===== src/design/adc_window_defs.vh =====
// constants shared by the window detector and its conversion timer
`ifndef ADC_WINDOW_DEFS_VH
`define ADC_WINDOW_DEFS_VH

// special register addresses
`define ADDR_GREATER_LIMIT_LOW  8'hc3
`define ADDR_GREATER_LIMIT_HIGH 8'hc4
`define ADDR_LESS_LIMIT_LOW     8'hc5
`define ADDR_LESS_LIMIT_HIGH    8'hc6
`define ADDR_RESULT_LOW_BYTE    8'hbd
`define ADDR_RESULT_HIGH_BYTE   8'hbe
`define ADDR_CONTROL            8'he8

// reset values
`define RST_GREATER_LIMIT       8'hff
`define RST_LESS_LIMIT          8'h00
`define RST_RESULT_BYTE         8'h00
`define RST_BYTE_ZERO           8'h00

// control register bit positions
`define CTRL_BUSY_BIT           4
`define CTRL_WINDOW_FLAG_BIT    3
`define CTRL_LEFT_JUSTIFY_BIT   2

// justification padding
`define JUSTIFY_PAD             4'h0

// conversion timing
`define SAR_CYCLES_PER_CONV     4'hd
`define SAR_BIT_LAST            4'hc
`define SAR_DIV_ZERO            5'h00
`define SAR_BIT_ZERO            4'h0
`define SAR_DIV_STEP            5'h01
`define SAR_BIT_STEP            4'h1

`endif


===== src/design/_unused_placeholder_removed.v =====
// holds no logic; the detector and its timer have their own files


===== src/design/adc_window_detector.v =====
// window comparator with limit registers and result register
// the sar clock period is (sarDivider + 1) core cycles, so a
// conversion keeps convBusy high for 2 + 13 * (sarDivider + 1) cycles.
// reads return data one cycle after the read strobe.
// a start written while a conversion runs is dropped by the timer.
// the flag is decided on the word being loaded, so flag and result
// change on the same edge and software never sees them disagree.
// control bits 7..5 and 1..0 are not kept and read as zero.
// software may preload the result bytes between conversions.
`timescale 1ns/1ps
`include "adc_window_defs.vh"

module adc_window_detector (
	input  wire        mclk,
	input  wire        nrst,
	input  wire [7:0]  sfrAddr,
	input  wire [7:0]  sfrWrData,
	input  wire        sfrWr,
	input  wire        sfrRd,
	input  wire [4:0]  sarDivider,
	input  wire [11:0] sarResult,
	output reg  [7:0]  sfrRdData,
	output reg         windowMatchFlag,
	output wire        convBusy,
	output wire        convDone
);
	// limit registers
	reg [7:0]  greaterLimitLow_ff;
	reg [7:0]  greaterLimitHigh_ff;
	reg [7:0]  lessLimitLow_ff;
	reg [7:0]  lessLimitHigh_ff;

	// result and control state
	reg [7:0]  resultLowByte_ff;
	reg [7:0]  resultHighByte_ff;
	reg        leftJustifySelect_ff;

	// combinational helpers
	wire [15:0] greaterLimit;
	wire [15:0] lessLimit;
	wire [15:0] newWord;
	wire        startPulse;
	wire        ctrlWrite;
	reg         windowHit;
	reg  [7:0]  nxt_rdData;

	// place a 12-bit conversion word as the result register holds it
	function [15:0] justify;
		input [11:0] word;
		input        leftSel;
		begin
			if (leftSel) begin
				justify = {word, `JUSTIFY_PAD};
			end else begin
				justify = {`JUSTIFY_PAD, word};
			end
		end
	endfunction

	// address match used by every register decode
	function hit;
		input [7:0] addr;
		input [7:0] target;
		begin
			hit = (addr == target);
		end
	endfunction

	assign greaterLimit = {greaterLimitHigh_ff, greaterLimitLow_ff};
	assign lessLimit    = {lessLimitHigh_ff, lessLimitLow_ff};

	// incoming word justified like the result register
	assign newWord = justify(sarResult, leftJustifySelect_ff);

	// writing one to the busy bit starts a conversion
	assign ctrlWrite  = sfrWr && hit(sfrAddr, `ADDR_CONTROL);
	assign startPulse = ctrlWrite && sfrWrData[`CTRL_BUSY_BIT];

	conversion_timer u_timer (
		.mclk       (mclk),
		.nrst       (nrst),
		.startPulse (startPulse),
		.sarDivider (sarDivider),
		.convBusy   (convBusy),
		.convDone   (convDone)
	);

	// window decision on the word about to be stored
	always @* begin
		windowHit = 1'b0;
		if (lessLimit > greaterLimit) begin
			windowHit = (newWord > greaterLimit) && (newWord < lessLimit);
		end else begin
			windowHit = (newWord > greaterLimit) || (newWord < lessLimit);
		end
	end

	// greater-than limit bytes
	always @(posedge mclk or negedge nrst) begin
		if (!nrst) begin
			greaterLimitLow_ff  <= `RST_GREATER_LIMIT;
			greaterLimitHigh_ff <= `RST_GREATER_LIMIT;
		end else if (sfrWr) begin
			if (hit(sfrAddr, `ADDR_GREATER_LIMIT_LOW)) begin
				greaterLimitLow_ff <= sfrWrData;
			end else if (hit(sfrAddr, `ADDR_GREATER_LIMIT_HIGH)) begin
				greaterLimitHigh_ff <= sfrWrData;
			end
		end
	end

	// less-than limit bytes
	always @(posedge mclk or negedge nrst) begin
		if (!nrst) begin
			lessLimitLow_ff  <= `RST_LESS_LIMIT;
			lessLimitHigh_ff <= `RST_LESS_LIMIT;
		end else if (sfrWr) begin
			if (hit(sfrAddr, `ADDR_LESS_LIMIT_LOW)) begin
				lessLimitLow_ff <= sfrWrData;
			end else if (hit(sfrAddr, `ADDR_LESS_LIMIT_HIGH)) begin
				lessLimitHigh_ff <= sfrWrData;
			end
		end
	end

	// result register; a finishing conversion wins over a software write
	always @(posedge mclk or negedge nrst) begin
		if (!nrst) begin
			resultLowByte_ff  <= `RST_RESULT_BYTE;
			resultHighByte_ff <= `RST_RESULT_BYTE;
		end else if (convDone) begin
			resultLowByte_ff  <= newWord[7:0];
			resultHighByte_ff <= newWord[15:8];
		end else if (sfrWr) begin
			if (hit(sfrAddr, `ADDR_RESULT_LOW_BYTE)) begin
				resultLowByte_ff <= sfrWrData;
			end else if (hit(sfrAddr, `ADDR_RESULT_HIGH_BYTE)) begin
				resultHighByte_ff <= sfrWrData;
			end
		end
	end

	// justify select lives in the control register
	always @(posedge mclk or negedge nrst) begin
		if (!nrst) begin
			leftJustifySelect_ff <= 1'b0;
		end else if (ctrlWrite) begin
			leftJustifySelect_ff <= sfrWrData[`CTRL_LEFT_JUSTIFY_BIT];
		end
	end

	// sticky match flag; a match in the clearing cycle wins
	always @(posedge mclk or negedge nrst) begin
		if (!nrst) begin
			windowMatchFlag <= 1'b0;
		end else if (convDone && windowHit) begin
			windowMatchFlag <= 1'b1;
		// apart from reset, only a software write clears it
		end else if (ctrlWrite) begin
			windowMatchFlag <= sfrWrData[`CTRL_WINDOW_FLAG_BIT];
		end
	end

	// read multiplexer; unmapped addresses read zero
	always @* begin
		nxt_rdData = `RST_BYTE_ZERO;
		if (hit(sfrAddr, `ADDR_GREATER_LIMIT_LOW)) begin
			nxt_rdData = greaterLimitLow_ff;
		end else if (hit(sfrAddr, `ADDR_GREATER_LIMIT_HIGH)) begin
			nxt_rdData = greaterLimitHigh_ff;
		end else if (hit(sfrAddr, `ADDR_LESS_LIMIT_LOW)) begin
			nxt_rdData = lessLimitLow_ff;
		end else if (hit(sfrAddr, `ADDR_LESS_LIMIT_HIGH)) begin
			nxt_rdData = lessLimitHigh_ff;
		end else if (hit(sfrAddr, `ADDR_RESULT_LOW_BYTE)) begin
			nxt_rdData = resultLowByte_ff;
		end else if (hit(sfrAddr, `ADDR_RESULT_HIGH_BYTE)) begin
			nxt_rdData = resultHighByte_ff;
		end else if (hit(sfrAddr, `ADDR_CONTROL)) begin
			nxt_rdData[`CTRL_BUSY_BIT]         = convBusy;
			nxt_rdData[`CTRL_WINDOW_FLAG_BIT]  = windowMatchFlag;
			nxt_rdData[`CTRL_LEFT_JUSTIFY_BIT] = leftJustifySelect_ff;
		end
	end

	// registered read data, held between reads
	always @(posedge mclk or negedge nrst) begin
		if (!nrst) begin
			sfrRdData <= `RST_BYTE_ZERO;
		end else if (sfrRd) begin
			sfrRdData <= nxt_rdData;
		end
	end
endmodule


===== src/design/conversion_timer.v =====
// conversion sequencer: begin cycle, sar clock periods, finish cycle
`timescale 1ns/1ps
`include "adc_window_defs.vh"

module conversion_timer (
	input  wire       mclk,
	input  wire       nrst,
	input  wire       startPulse,
	input  wire [4:0] sarDivider,
	output reg        convBusy,
	output reg        convDone
);
	localparam [3:0] ST_IDLE   = 4'h1;
	localparam [3:0] ST_BEGIN  = 4'h2;
	localparam [3:0] ST_SAR    = 4'h4;
	localparam [3:0] ST_FINISH = 4'h8;

	reg [3:0] state_ff;
	reg [4:0] divCnt_ff;
	reg [3:0] bitCnt_ff;

	// sequencer; a start while busy is ignored
	always @(posedge mclk or negedge nrst) begin
		if (!nrst) begin
			state_ff  <= ST_IDLE;
			divCnt_ff <= `SAR_DIV_ZERO;
			bitCnt_ff <= `SAR_BIT_ZERO;
			convBusy  <= 1'b0;
			convDone  <= 1'b0;
		end else begin
			convDone <= 1'b0;
			case (state_ff)
				ST_IDLE: begin
					if (startPulse) begin
						state_ff <= ST_BEGIN;
						convBusy <= 1'b1;
					end
				end
				ST_BEGIN: begin
					state_ff  <= ST_SAR;
					divCnt_ff <= `SAR_DIV_ZERO;
					bitCnt_ff <= `SAR_BIT_ZERO;
				end
				ST_SAR: begin
					if (divCnt_ff == sarDivider) begin
						divCnt_ff <= `SAR_DIV_ZERO;
						if (bitCnt_ff == `SAR_BIT_LAST) begin
							state_ff <= ST_FINISH;
						end else begin
							bitCnt_ff <= bitCnt_ff + `SAR_BIT_STEP;
						end
					end else begin
						divCnt_ff <= divCnt_ff + `SAR_DIV_STEP;
					end
				end
				ST_FINISH: begin
					state_ff <= ST_IDLE;
					convBusy <= 1'b0;
					convDone <= 1'b1;
				end
				default: begin
					state_ff <= ST_IDLE;
					convBusy <= 1'b0;
				end
			endcase
		end
	end
endmodule


===== config.mk =====
export PLATFORM = sky130hd
export DESIGN_NAME = adc_window_detector
export DESIGN_NICKNAME = d
export VERILOG_FILES = /design/src/design/_unused_placeholder_removed.v /design/src/design/adc_window_detector.v /design/src/design/conversion_timer.v
export VERILOG_INCLUDE_DIRS = /design/src /design/src/design
export SDC_FILE = /design/constraint.sdc
export NUM_CORES = 1
export LEC_CHECK = 0
export BUFFER_PORTS_ARGS = -buffer_cell sky130_fd_sc_hd__buf_2
export CAP_MARGIN = 20
export CELL_PAD_IN_SITES_DETAIL_PLACEMENT = 1
export CELL_PAD_IN_SITES_GLOBAL_PLACEMENT = 1
export CORE_UTILIZATION = 50
export CTS_BUF_LIST = sky130_fd_sc_hd__clkbuf_4 sky130_fd_sc_hd__clkbuf_8 sky130_fd_sc_hd__clkbuf_16
export DETAILED_ROUTE_END_ITERATION = 8
export GPL_ROUTABILITY_DRIVEN = 0
export GPL_TIMING_DRIVEN = 0
export PLACE_DENSITY = 0.85
export REMOVE_ABC_BUFFERS = 1
export SLEW_MARGIN = 20
export SYNTH_ARGS = -nofsm -noshare
export SYNTH_HDL_FRONTEND = slang
export SYNTH_HIERARCHICAL = 1
export SYNTH_SLANG_ARGS = --single-unit

===== constraint.sdc =====
create_clock -name mclk -period 7.6 [get_ports mclk]
set_clock_uncertainty 0.2 [all_clocks]
set_input_delay 0.38 -clock mclk [delete_from_list [all_inputs] [get_ports mclk]]
set_output_delay 0.38 -clock mclk [all_outputs]
set_load 0.1 [all_outputs]

### After elaboration in Yosys (flattened, before gate mapping)

Cells that the tools add are included.

* register bits after elaboration: 73
* latch bits: 0
* bits in writable memories: 0
* bits in read-only memories: 0
* input port bits: 37
* output and inout port bits: 11
* memories: 0

* $add $sub $neg: 2
* $mul: 0
* div/mod/pow operators: 0
* $lt $le $gt $ge: 3
* equal/unequal tests: 18
* shifts and indexed selects: 0
* mux-type cells: 32
* bitwise gates (word level): 3
* reductions and logical operators: 20

Operator list (number)
* $mux 8: 12
* $eq 8x8->1 const B: 7
* $gt 16x16->1: 2
* $mux 4: 5
* $lt 16x16->1: 1
* $mux 16: 1
* $reduce_and 3->1: 5
* $pmux 4 s3: 1
* $pmux 5 s2: 1
* $reduce_bool 2->1: 5
* $mux 3: 3
* $eq 4x4->1 const B: 2
* $pmux 4 s2: 1
* $reduce_and 2->1: 4
* $ne 2x1->1 const B: 3
* $add 5x1->5 const B: 1
* $eq 5x5->1: 1
* $mux 1: 5
* $mux 5: 1
* $add 4x1->4 const B: 1
* $eq 4x1->1 const B: 1
* $eq 4x2->1 const B: 1
* $eq 4x3->1 const B: 1
* $logic_and 1x1->1: 4
* other kinds (6): 9

### Logic depth before layout (Yosys ltp)

Gate-level depths: netlist of run 1.

* depth after elaboration: 8
* gate-level depth with buffers: 11
* gate-level depth less buffers: 9

### By module

The synthesis of run 1 kept the hierarchy.

By module, submodules not included
* adc_window_detector: times used 1, cells each 439, area an instance 4101.4 um^2
* conversion_timer: times used 1, cells each 91, area an instance 885.8 um^2

### Worst setup path after synthesis of run 1

No wires, ideal clock.

* path type: register to register
* from: reg leftJustifySelect_ff
* to: reg windowMatchFlag
* setup time: 127 ps
* arrival time: 2327 ps
* required time: 7273 ps
* setup slack: 4946 ps
* cell stages (with the launch flop): 12
* buffers on the path: 2
* period minus slack after synthesis: 2654 ps
* path through: dfrtp_1 clkbuf_1 clkbuf_1 mux2_2 ha_1 a21oi_1 nor2_1 a211oi_1 o21a_1 a21oi_1 a31oi_1 o21ai_1

* cells in the longest elaborated chain, start to end: 6

Ends and longest elaborated chain
* start: declaration: line adc_window_detector.v:36 `reg leftJustifySelect_ff;`
* start signal: assignment: line adc_window_detector.v:148 `` leftJustifySelect_ff <= sfrWrData[`CTRL_LEFT_JUSTIFY_BIT]; ``
* $mux 16 *: line adc_window_detector.v:52 `if (leftSel) begin`
* $gt 16x16->1 / $lt 16x16->1 (equally long branches): line adc_window_detector.v:92, adc_window_detector.v:94
* $logic_or 1x1->1 / $logic_and 1x1->1 (equally long branches): line adc_window_detector.v:94, adc_window_detector.v:92
* $mux 1 *: line adc_window_detector.v:91 `if (lessLimit > greaterLimit) begin`
* $logic_and 1x1->1 *: line adc_window_detector.v:156 `end else if (convDone && windowHit) begin`
* $mux 1 / $reduce_bool 2->1 (equally long branches)
* end signal: assignment: line adc_window_detector.v:160 `` windowMatchFlag <= sfrWrData[`CTRL_WINDOW_FLAG_BIT]; ``
* end: declaration: line adc_window_detector.v:23 `output reg windowMatchFlag,`

Mark *: on every way between the ends. The rest lies on a longest branch, timed or not.
A chain may end at the register's enable or synchronous reset.

### Worst setup path after layout of run 1

Same ends and word-level chain as after synthesis.

==> flow_summary_export.csv, run 1 <==
group,metric,value,unit
pwr,seq_power_share,44.8,%
final_layout,nNetsFinal,648,
routing,drtIter0Drc,197,
synthesis,syn-cell-area,4990,um2
grt,grt_pass1_wl,24.5,mm
worst_setup_path,cp.arrival,3.12,ns
worst_setup_path,slowest_stage,"dfrtp_1",
worst_setup_path,cp.required,7.69,ns
min_path,holdPathStages,3,
placement,hpwlAfterDp,11.4,mm
status,status,"finished clean",
placement,dpl-instance-area,5300,um2
grt,grt_max_degree,52,
grt,grt_overflow_total,0,
routing,drt-total-wl,15.4,mm
clock_network,clk_pin_slew_worst_paths,0.08,ns
final_layout,layout.cells.non_filler,702,
grt,grt_util_met1,38.8,%
routing,ant_nets,0,
sta,setup_viol,0,
grt,grt_pass1_vias,4618,
worst_setup_path,rrSetupSlack,4.57,ns
floorplanning,start_util,51.3,%
clock_network,cts.sinks,73,
synthesis,synth_top_cell_area_share,28.1,%
floorplanning,die-area,10400,um2
final_layout,drive_gt1_share,21.6,%
floorplanning,num_rows,36,
min_path,worstHoldEndpoint,"lessLimitLow_ff[4]$_DFFE_PN0P_",
worst_setup_path,endpoint_kind,"flop",
pwr,p_per_area,172,nW/um2
routing,drc,0,
worst_setup_path,slowest_delay,0.78,ns
synthesis,yosys-top-cells-count,"dfrtp_1, nand2_1, ha_1",
grt,gr-usage-all-layers,32.1,%
pwr,finalPower,0.950,mW
pwr,switching_power,0.286,mW
routing,vias,4354,
clock_network,cts_resized,0,
worst_setup_path,worst-setup-path-type,"flop to flop",
clock_network,h-tree-depth,3,
sta,maxSlewViolCount,0,
sta,hold_violations,0,
floorplanning,die_y,102,um
sta,fin_tns_setup,0,ns
routing,dr.pass1.iters,4,
synthesis,synth-edff-count,0,
pwr,combPwrFrac,18.8,%
sta,max_freq,0.330,GHz
worst_setup_path,r2r-start,"leftJustifySelect_ff$_DFFE_PN0P_",
pwr,p_int,0.664,mW
min_path,hold_class,"input port to flop",
synthesis,ys_ff_latch,73,
floorplanning,core,9730,um2
synthesis,synth_flop_cell,"dfrtp_1",
clock_network,numCtsBuffers,9,
worst_setup_path,path_max_fanout,20,
grt,antenna_found_initial,0,
synthesis,ys_seq_area_share,37.1,%
worst_setup_path,rr_worst_depth,9,
pwr,switching_share,30.1,%
sta,fin_crit_sh,39.9,%
floorplanning,io_pins,48,
pwr,ir_drop,104,uV
synthesis,yosysWarnings,6,
worst_setup_path,startpoint_type,"flop",
synthesis,syn_avg_cell_area,9.41,um2
sta,rsz0062_at_grt,"no",
min_path,hp-start,"sfrWrData[4]",
synthesis,netlist_instances,530,
grt,busiest_layer,"met2",
synthesis,synthDistinctLibCells,59,
pwr,p_clk_share,36.4,%
synthesis,synthTopCellsByArea,"dfrtp_1, ha_1, dfstp_2",
sta,layout_min_cycle_time,3.03,ns
final_layout,diodes,0,
worst_setup_path,r2r_end,"windowMatchFlag$_DFFE_PN0P_",
final_layout,nFillCells,1139,
final_layout,final_area,5530,um2
floorplanning,die_w,102,um
worst_setup_path,crit_chain,"nand2b_1 -> inv_1 -> ha_1 -> a21oi_1 -> o21ai_0 -> and4_1 -> a221oi_1 -> o41ai_1 -> o21ai_1",
routing,via_per_inst,6.20,
clock_network,insertion_delay,0.37,ns
sta,worst_slack,4.57,ns
synthesis,async_reset_ff_share,100,%
placement,place_inst,685,
flow_run,drv_cap,0,
synthesis,yosysMostFrequentCell,"dfrtp_1",
pwr,p_leak,2.52,nW
clock_network,cts_buffer_depth,2,
sta,slew_headroom,26.1,%
clock_network,clock-root-buffer,"clkbuf_8",
placement,io_buffers,47,
clock_network,cts_tree,"done",
grt,global_route.usage.met2,54.7,%
sta,worstMarginPinSlew,1.11,ns
final_layout,area_delta_synth_final,10.9,%
routing,wl_per_cell,21.9,um
synthesis,yosysTopAreaCell,"dfrtp_1",
placement,dp_worst_setup_slack,4.46,ns
grt,use_met3,6.29,%
==> registers in the layout (all words and copies together) (netlist names), 4 cells and up <==
register             flops
lessLimitLow_ff          8
sfrRdData                8
u_timer/state_ff         4
resultLowByte_ff         8
u_timer/bitCnt_ff        4
greaterLimitHigh_ff      8
u_timer/divCnt_ff        5
lessLimitHigh_ff         8
greaterLimitLow_ff       8
resultHighByte_ff        8
==> cell type report <==
type / count / area [um2] / share of cell area (%)
multi-input cells: 394 / 2880 / 52.1
well taps: 133 / 166 / 3.01
inverters: 37 / 139 / 2.51
clock inverters: 5 / 78.8 / 1.43
repair buffers: 49 / 275 / 4.98
clock buffers: 11 / 139 / 2.51
flip-flops and latches: 73 / 1850 / 33.4
==> kinds of logic after synthesis <==
| group | after synthesis | synth area share (%) |
|---|---|---|
| adders and majority gates | 48 | 12.0 |
| DFF | 73 | 37.1 |
| and+or+nand+nor | 158 | 16.8 |
| muxes | 52 | 11.8 |
| AOI/OAI and AO/OA | 126 | 15.5 |
| xor gates and xnor gates | 10 | 1.76 |
| buffers and inverters | 63 | 5.12 |
==> power groups by stage <==
stage / combinational [mW] / sequential, mW / clock, mW
after global placement: 0.162 / 0.431 / 0
after floorplan: 0.0870 / 0.449 / 0
after CTS: 0.177 / 0.425 / 0.349
final: 0.178 / 0.426 / 0.346
after global routing: 0.195 / 0.428 / 0.371
after detailed placement: 0.174 / 0.432 / 0
==> worst max-delay path: cells and delay by family, from the launching register on <==
family / cells / cell delay [ns]
AO/OA/AOI/OAI: 5 / 0.99
adder cells (fa/ha/maj): 1 / 0.34
buffers and inverters: 1 / 0.11
flip-flops: 1 / 0.78
AND/OR/NAND/NOR: 2 / 0.50
==> metrics by stage <==
step / util [%] / hold slack, ns
after floorplan: - / -0.116
after global placement: 54.2 / 0.265
after detailed placement: 54.5 / 0.109
after CTS: 56.8 / 0.0893
after global routing: 56.9 / 0.0850
final: 56.9 / 0.0964
==> worst max-delay path by stage <==
stage	from	to	slack (ns)	cells past startpoint
global placement	sfrAddr[1]	resultHighByte_ff[5]$_DFFE_PN0P_	4.54	5
floorplan	leftJustifySelect_ff$_DFFE_PN0P_	windowMatchFlag$_DFFE_PN0P_	5.17	9
finish	leftJustifySelect_ff$_DFFE_PN0P_	windowMatchFlag$_DFFE_PN0P_	4.57	9
detailed placement	sfrAddr[1]	resultHighByte_ff[5]$_DFFE_PN0P_	4.46	5
global route	leftJustifySelect_ff$_DFFE_PN0P_	windowMatchFlag$_DFFE_PN0P_	4.47	9
CTS	leftJustifySelect_ff$_DFFE_PN0P_	windowMatchFlag$_DFFE_PN0P_	4.58	9
==> per-layer routing <==
layer,vias to the layer above,part of all wire (%)
met5,-,0
met1,2196,42
li1,1977,-
met2,138,49
met4,0,4.3
met3,43,4.7
==> layout by cell type, fill, tap and decap left out, types with 8 or more instances in the layout <==
cell,count
mux2_2,26
a21oi_1,41
ha_1,47
nand2_1,55
nor2_1,22
dfrtp_1,55
clkbuf_8,9
o21ai_0,36
nor3_1,10
nand3_1,13
dfstp_2,17
inv_1,37
xnor2_1,9
mux2i_1,18
nor2b_1,8
and3_1,11
buf_2,46
==> repair_timing <==
action,CTS,global route
hold buffers,1,0
setup buffers,0,0
endpoints found under the hold margin,18,0
No activity file was read; power rests on OpenSTA's default activity.
==> run 2, diff against run 1 <==
CORE_UTILIZATION = 47   (was 50)
PLACE_DENSITY = 0.8   (was 0.85)
clock period = 2.94 ns   (was 7.6 ns; I/O delays follow)
==> run 2 against run 1 <==
Final cell count grew 1.9%. Global-route usage fell by 2.9 points. Via count fell by 1.8%. Clock power up 140%. Sequential share of layout area down 0.48 points. Die area is 6.3% higher. Count of clock-buffer cells in the layout is the same. Power grew to 2.5 times the previous value. Design area up 1.7%. Critical path type unchanged. Highest routed layer unchanged.
==> flow_summary_export.csv, run 2 (same netlist as run 1, synthesis figures left out) <==
group,metric,value,unit
status,status,"finished clean",
floorplanning,die_w,105,um
sta,setup_viol,0,
routing,ant_nets,0,
clock_network,cts_tree,"done",
sta,hold_violations,0,
routing,drt-total-wl,15.3,mm
grt,grt_util_met1,36.1,%
placement,hpwlAfterDp,11.2,mm
sta,fin_crit_sh,94.8,%
sta,maxSlewViolCount,0,
clock_network,insertion_delay,0.37,ns
final_layout,final_cell_mix,"nand2_1, dfrtp_1, ha_1",
pwr,p_clk_share,34.9,%
clock_network,clk_pin_slew_worst_paths,0.08,ns
grt,global_route.usage.met2,50.4,%
pwr,seq_power_share,45.7,%
clock_network,cts_buffer_depth,2,
final_layout,final_common_cell,"nand2_1",
final_layout,area_delta_synth_final,12.8,%
worst_setup_path,worst-setup-path-type,"flop to flop",
final_layout,multi_input_area,2890,um2
floorplanning,die-area,11000,um2
pwr,ir_drop,217,uV
final_layout,layout.cells.non_filler,715,
worst_setup_path,cp.arrival,2.85,ns
grt,busiest_layer,"met2",
routing,wl_per_cell,21.4,um
worst_setup_path,rrSetupSlack,0.15,ns
floorplanning,num_rows,37,
routing,via_per_inst,5.98,
sta,rsz0062_at_grt,"no",
worst_setup_path,endpoint_kind,"flop",
floorplanning,core,10300,um2
final_layout,nFillCells,1187,
grt,antenna_found_initial,0,
sta,slew_headroom,29.3,%
worst_setup_path,path_max_fanout,11,
worst_setup_path,startpoint_type,"flop",
flow_run,drv_cap,0,
pwr,combPwrFrac,19.4,%
sta,worst_slack,0.152,ns
pwr,switching_power,0.755,mW
pwr,p_int,1.65,mW
grt,grt_overflow_total,0,
grt,grt_pass1_wl,24.5,mm
grt,gr-usage-all-layers,29.2,%
min_path,hold_class,"input port to flop",
floorplanning,start_util,48.3,%
routing,dr.pass1.iters,4,
routing,drc,0,
placement,io_buffers,47,
sta,fin_tns_setup,0,ns
floorplanning,io_pins,48,
clock_network,numCtsBuffers,9,
clock_network,cts.sinks,73,
pwr,switching_share,31.4,%
pwr,p_per_area,428,nW/um2
final_layout,ff_latch_area,1850,um2
routing,drtIter0Drc,200,
placement,place_inst,688,
pwr,p_leak,2.54,nW
final_layout,diodes,0,
sta,worstMarginPinSlew,1.06,ns
clock_network,h-tree-depth,3,
routing,vias,4276,
placement,dp_worst_setup_slack,-0.0778,ns
grt,grt_max_degree,50,
clock_network,clock-root-buffer,"clkbuf_8",
final_layout,drive_gt1_share,21.8,%
floorplanning,die_y,105,um
grt,grt_pass1_vias,4642,
sta,max_freq,0.359,GHz
sta,layout_min_cycle_time,2.79,ns
final_layout,nNetsFinal,658,
worst_setup_path,cp.required,3.00,ns
grt,use_met3,5.43,%
run 2: cell count changes in the layout (fill, tap and decap cells not counted), sizes merged:
cell         previous run  this run
dlygate4sd3             1        10
inv                    38        37
clkinvlp                0         2
buf                    48        49
bufinv                  2         1
run 2: per-layer routing:
| layer | up-vias | part of all wire (%) |
|---|---|---|
| li1 | 1997 | - |
| met1 | 2130 | 43 |
| met2 | 114 | 50 |
| met3 | 35 | 4.2 |
| met4 | 0 | 3.4 |
| met5 | - | 0 |
run 2: final timing paths:
check                                                    from  depth (start not counted)                            endpoint
hold / removal                                   sarResult[9]                          4    resultHighByte_ff[1]$_DFFE_PN0P_
setup / recovery             leftJustifySelect_ff$_DFFE_PN0P_                          9         windowMatchFlag$_DFFE_PN0P_
min in group asynchronous                                nrst                          2    resultHighByte_ff[1]$_DFFE_PN0P_
max in group asynchronous                                nrst                          3   greaterLimitLow_ff[4]$_DFFE_PN1P_
hold reg to reg            greaterLimitHigh_ff[4]$_DFFE_PN1P_                          2  greaterLimitHigh_ff[4]$_DFFE_PN1P_
setup reg to reg             leftJustifySelect_ff$_DFFE_PN0P_                          9         windowMatchFlag$_DFFE_PN0P_
run 2: area by class of cell:
class / count / area share [%]
repair buffers: 59 / 6.63
multi-input cells: 394 / 51.4
flip-flops and latches: 73 / 32.9
inverters: 37 / 2.47
well taps: 136 / 3.03
clock buffers: 11 / 2.58
clock inverters: 5 / 0.979
run 2: repair_timing:
item / CTS / global route
gates resized for setup: 1 / 2
hold buffers: 10 / 0
buffers inserted: 0 / 1
setup endpoints to repair: 1 / 1
hold endpoints to repair: 106 / 0
run 2: through the flow:
step                      utilization [%]  total power, mW  instance area [um2]  hold slack [ns]
after floorplan                         -             1.39                 4870           -0.349
after global placement               51.1             1.54                 5280            0.231
after detailed placement             51.4             1.56                 5310           -0.110
after CTS                            54.3             2.40                 5610          0.00234
after global routing                 54.5             2.50                 5620           0.0344
final                                54.5             2.40                 5620          0.00579
run 2: power by group through the flow:
stage | logic [mW] | clock network, mW | registers (mW)
finish | 0.467 | 0.839 | 1.10
global placement | 0.422 | 0 | 1.11
global route | 0.518 | 0.884 | 1.10
CTS | 0.462 | 0.841 | 1.10
detailed placement | 0.448 | 0 | 1.12
floorplan | 0.225 | 0 | 1.16
run 2: critical path: stages (launching register included):
cell and delay, ns:
dfrtp_4 0.57, nand2b_1 0.21, inv_1 0.14, ha_1 0.27, a21oi_1 0.14, o21ai_0 0.14, and4_1 0.23, a221oi_1 0.37
o41ai_1 0.16, o21ai_1 0.25
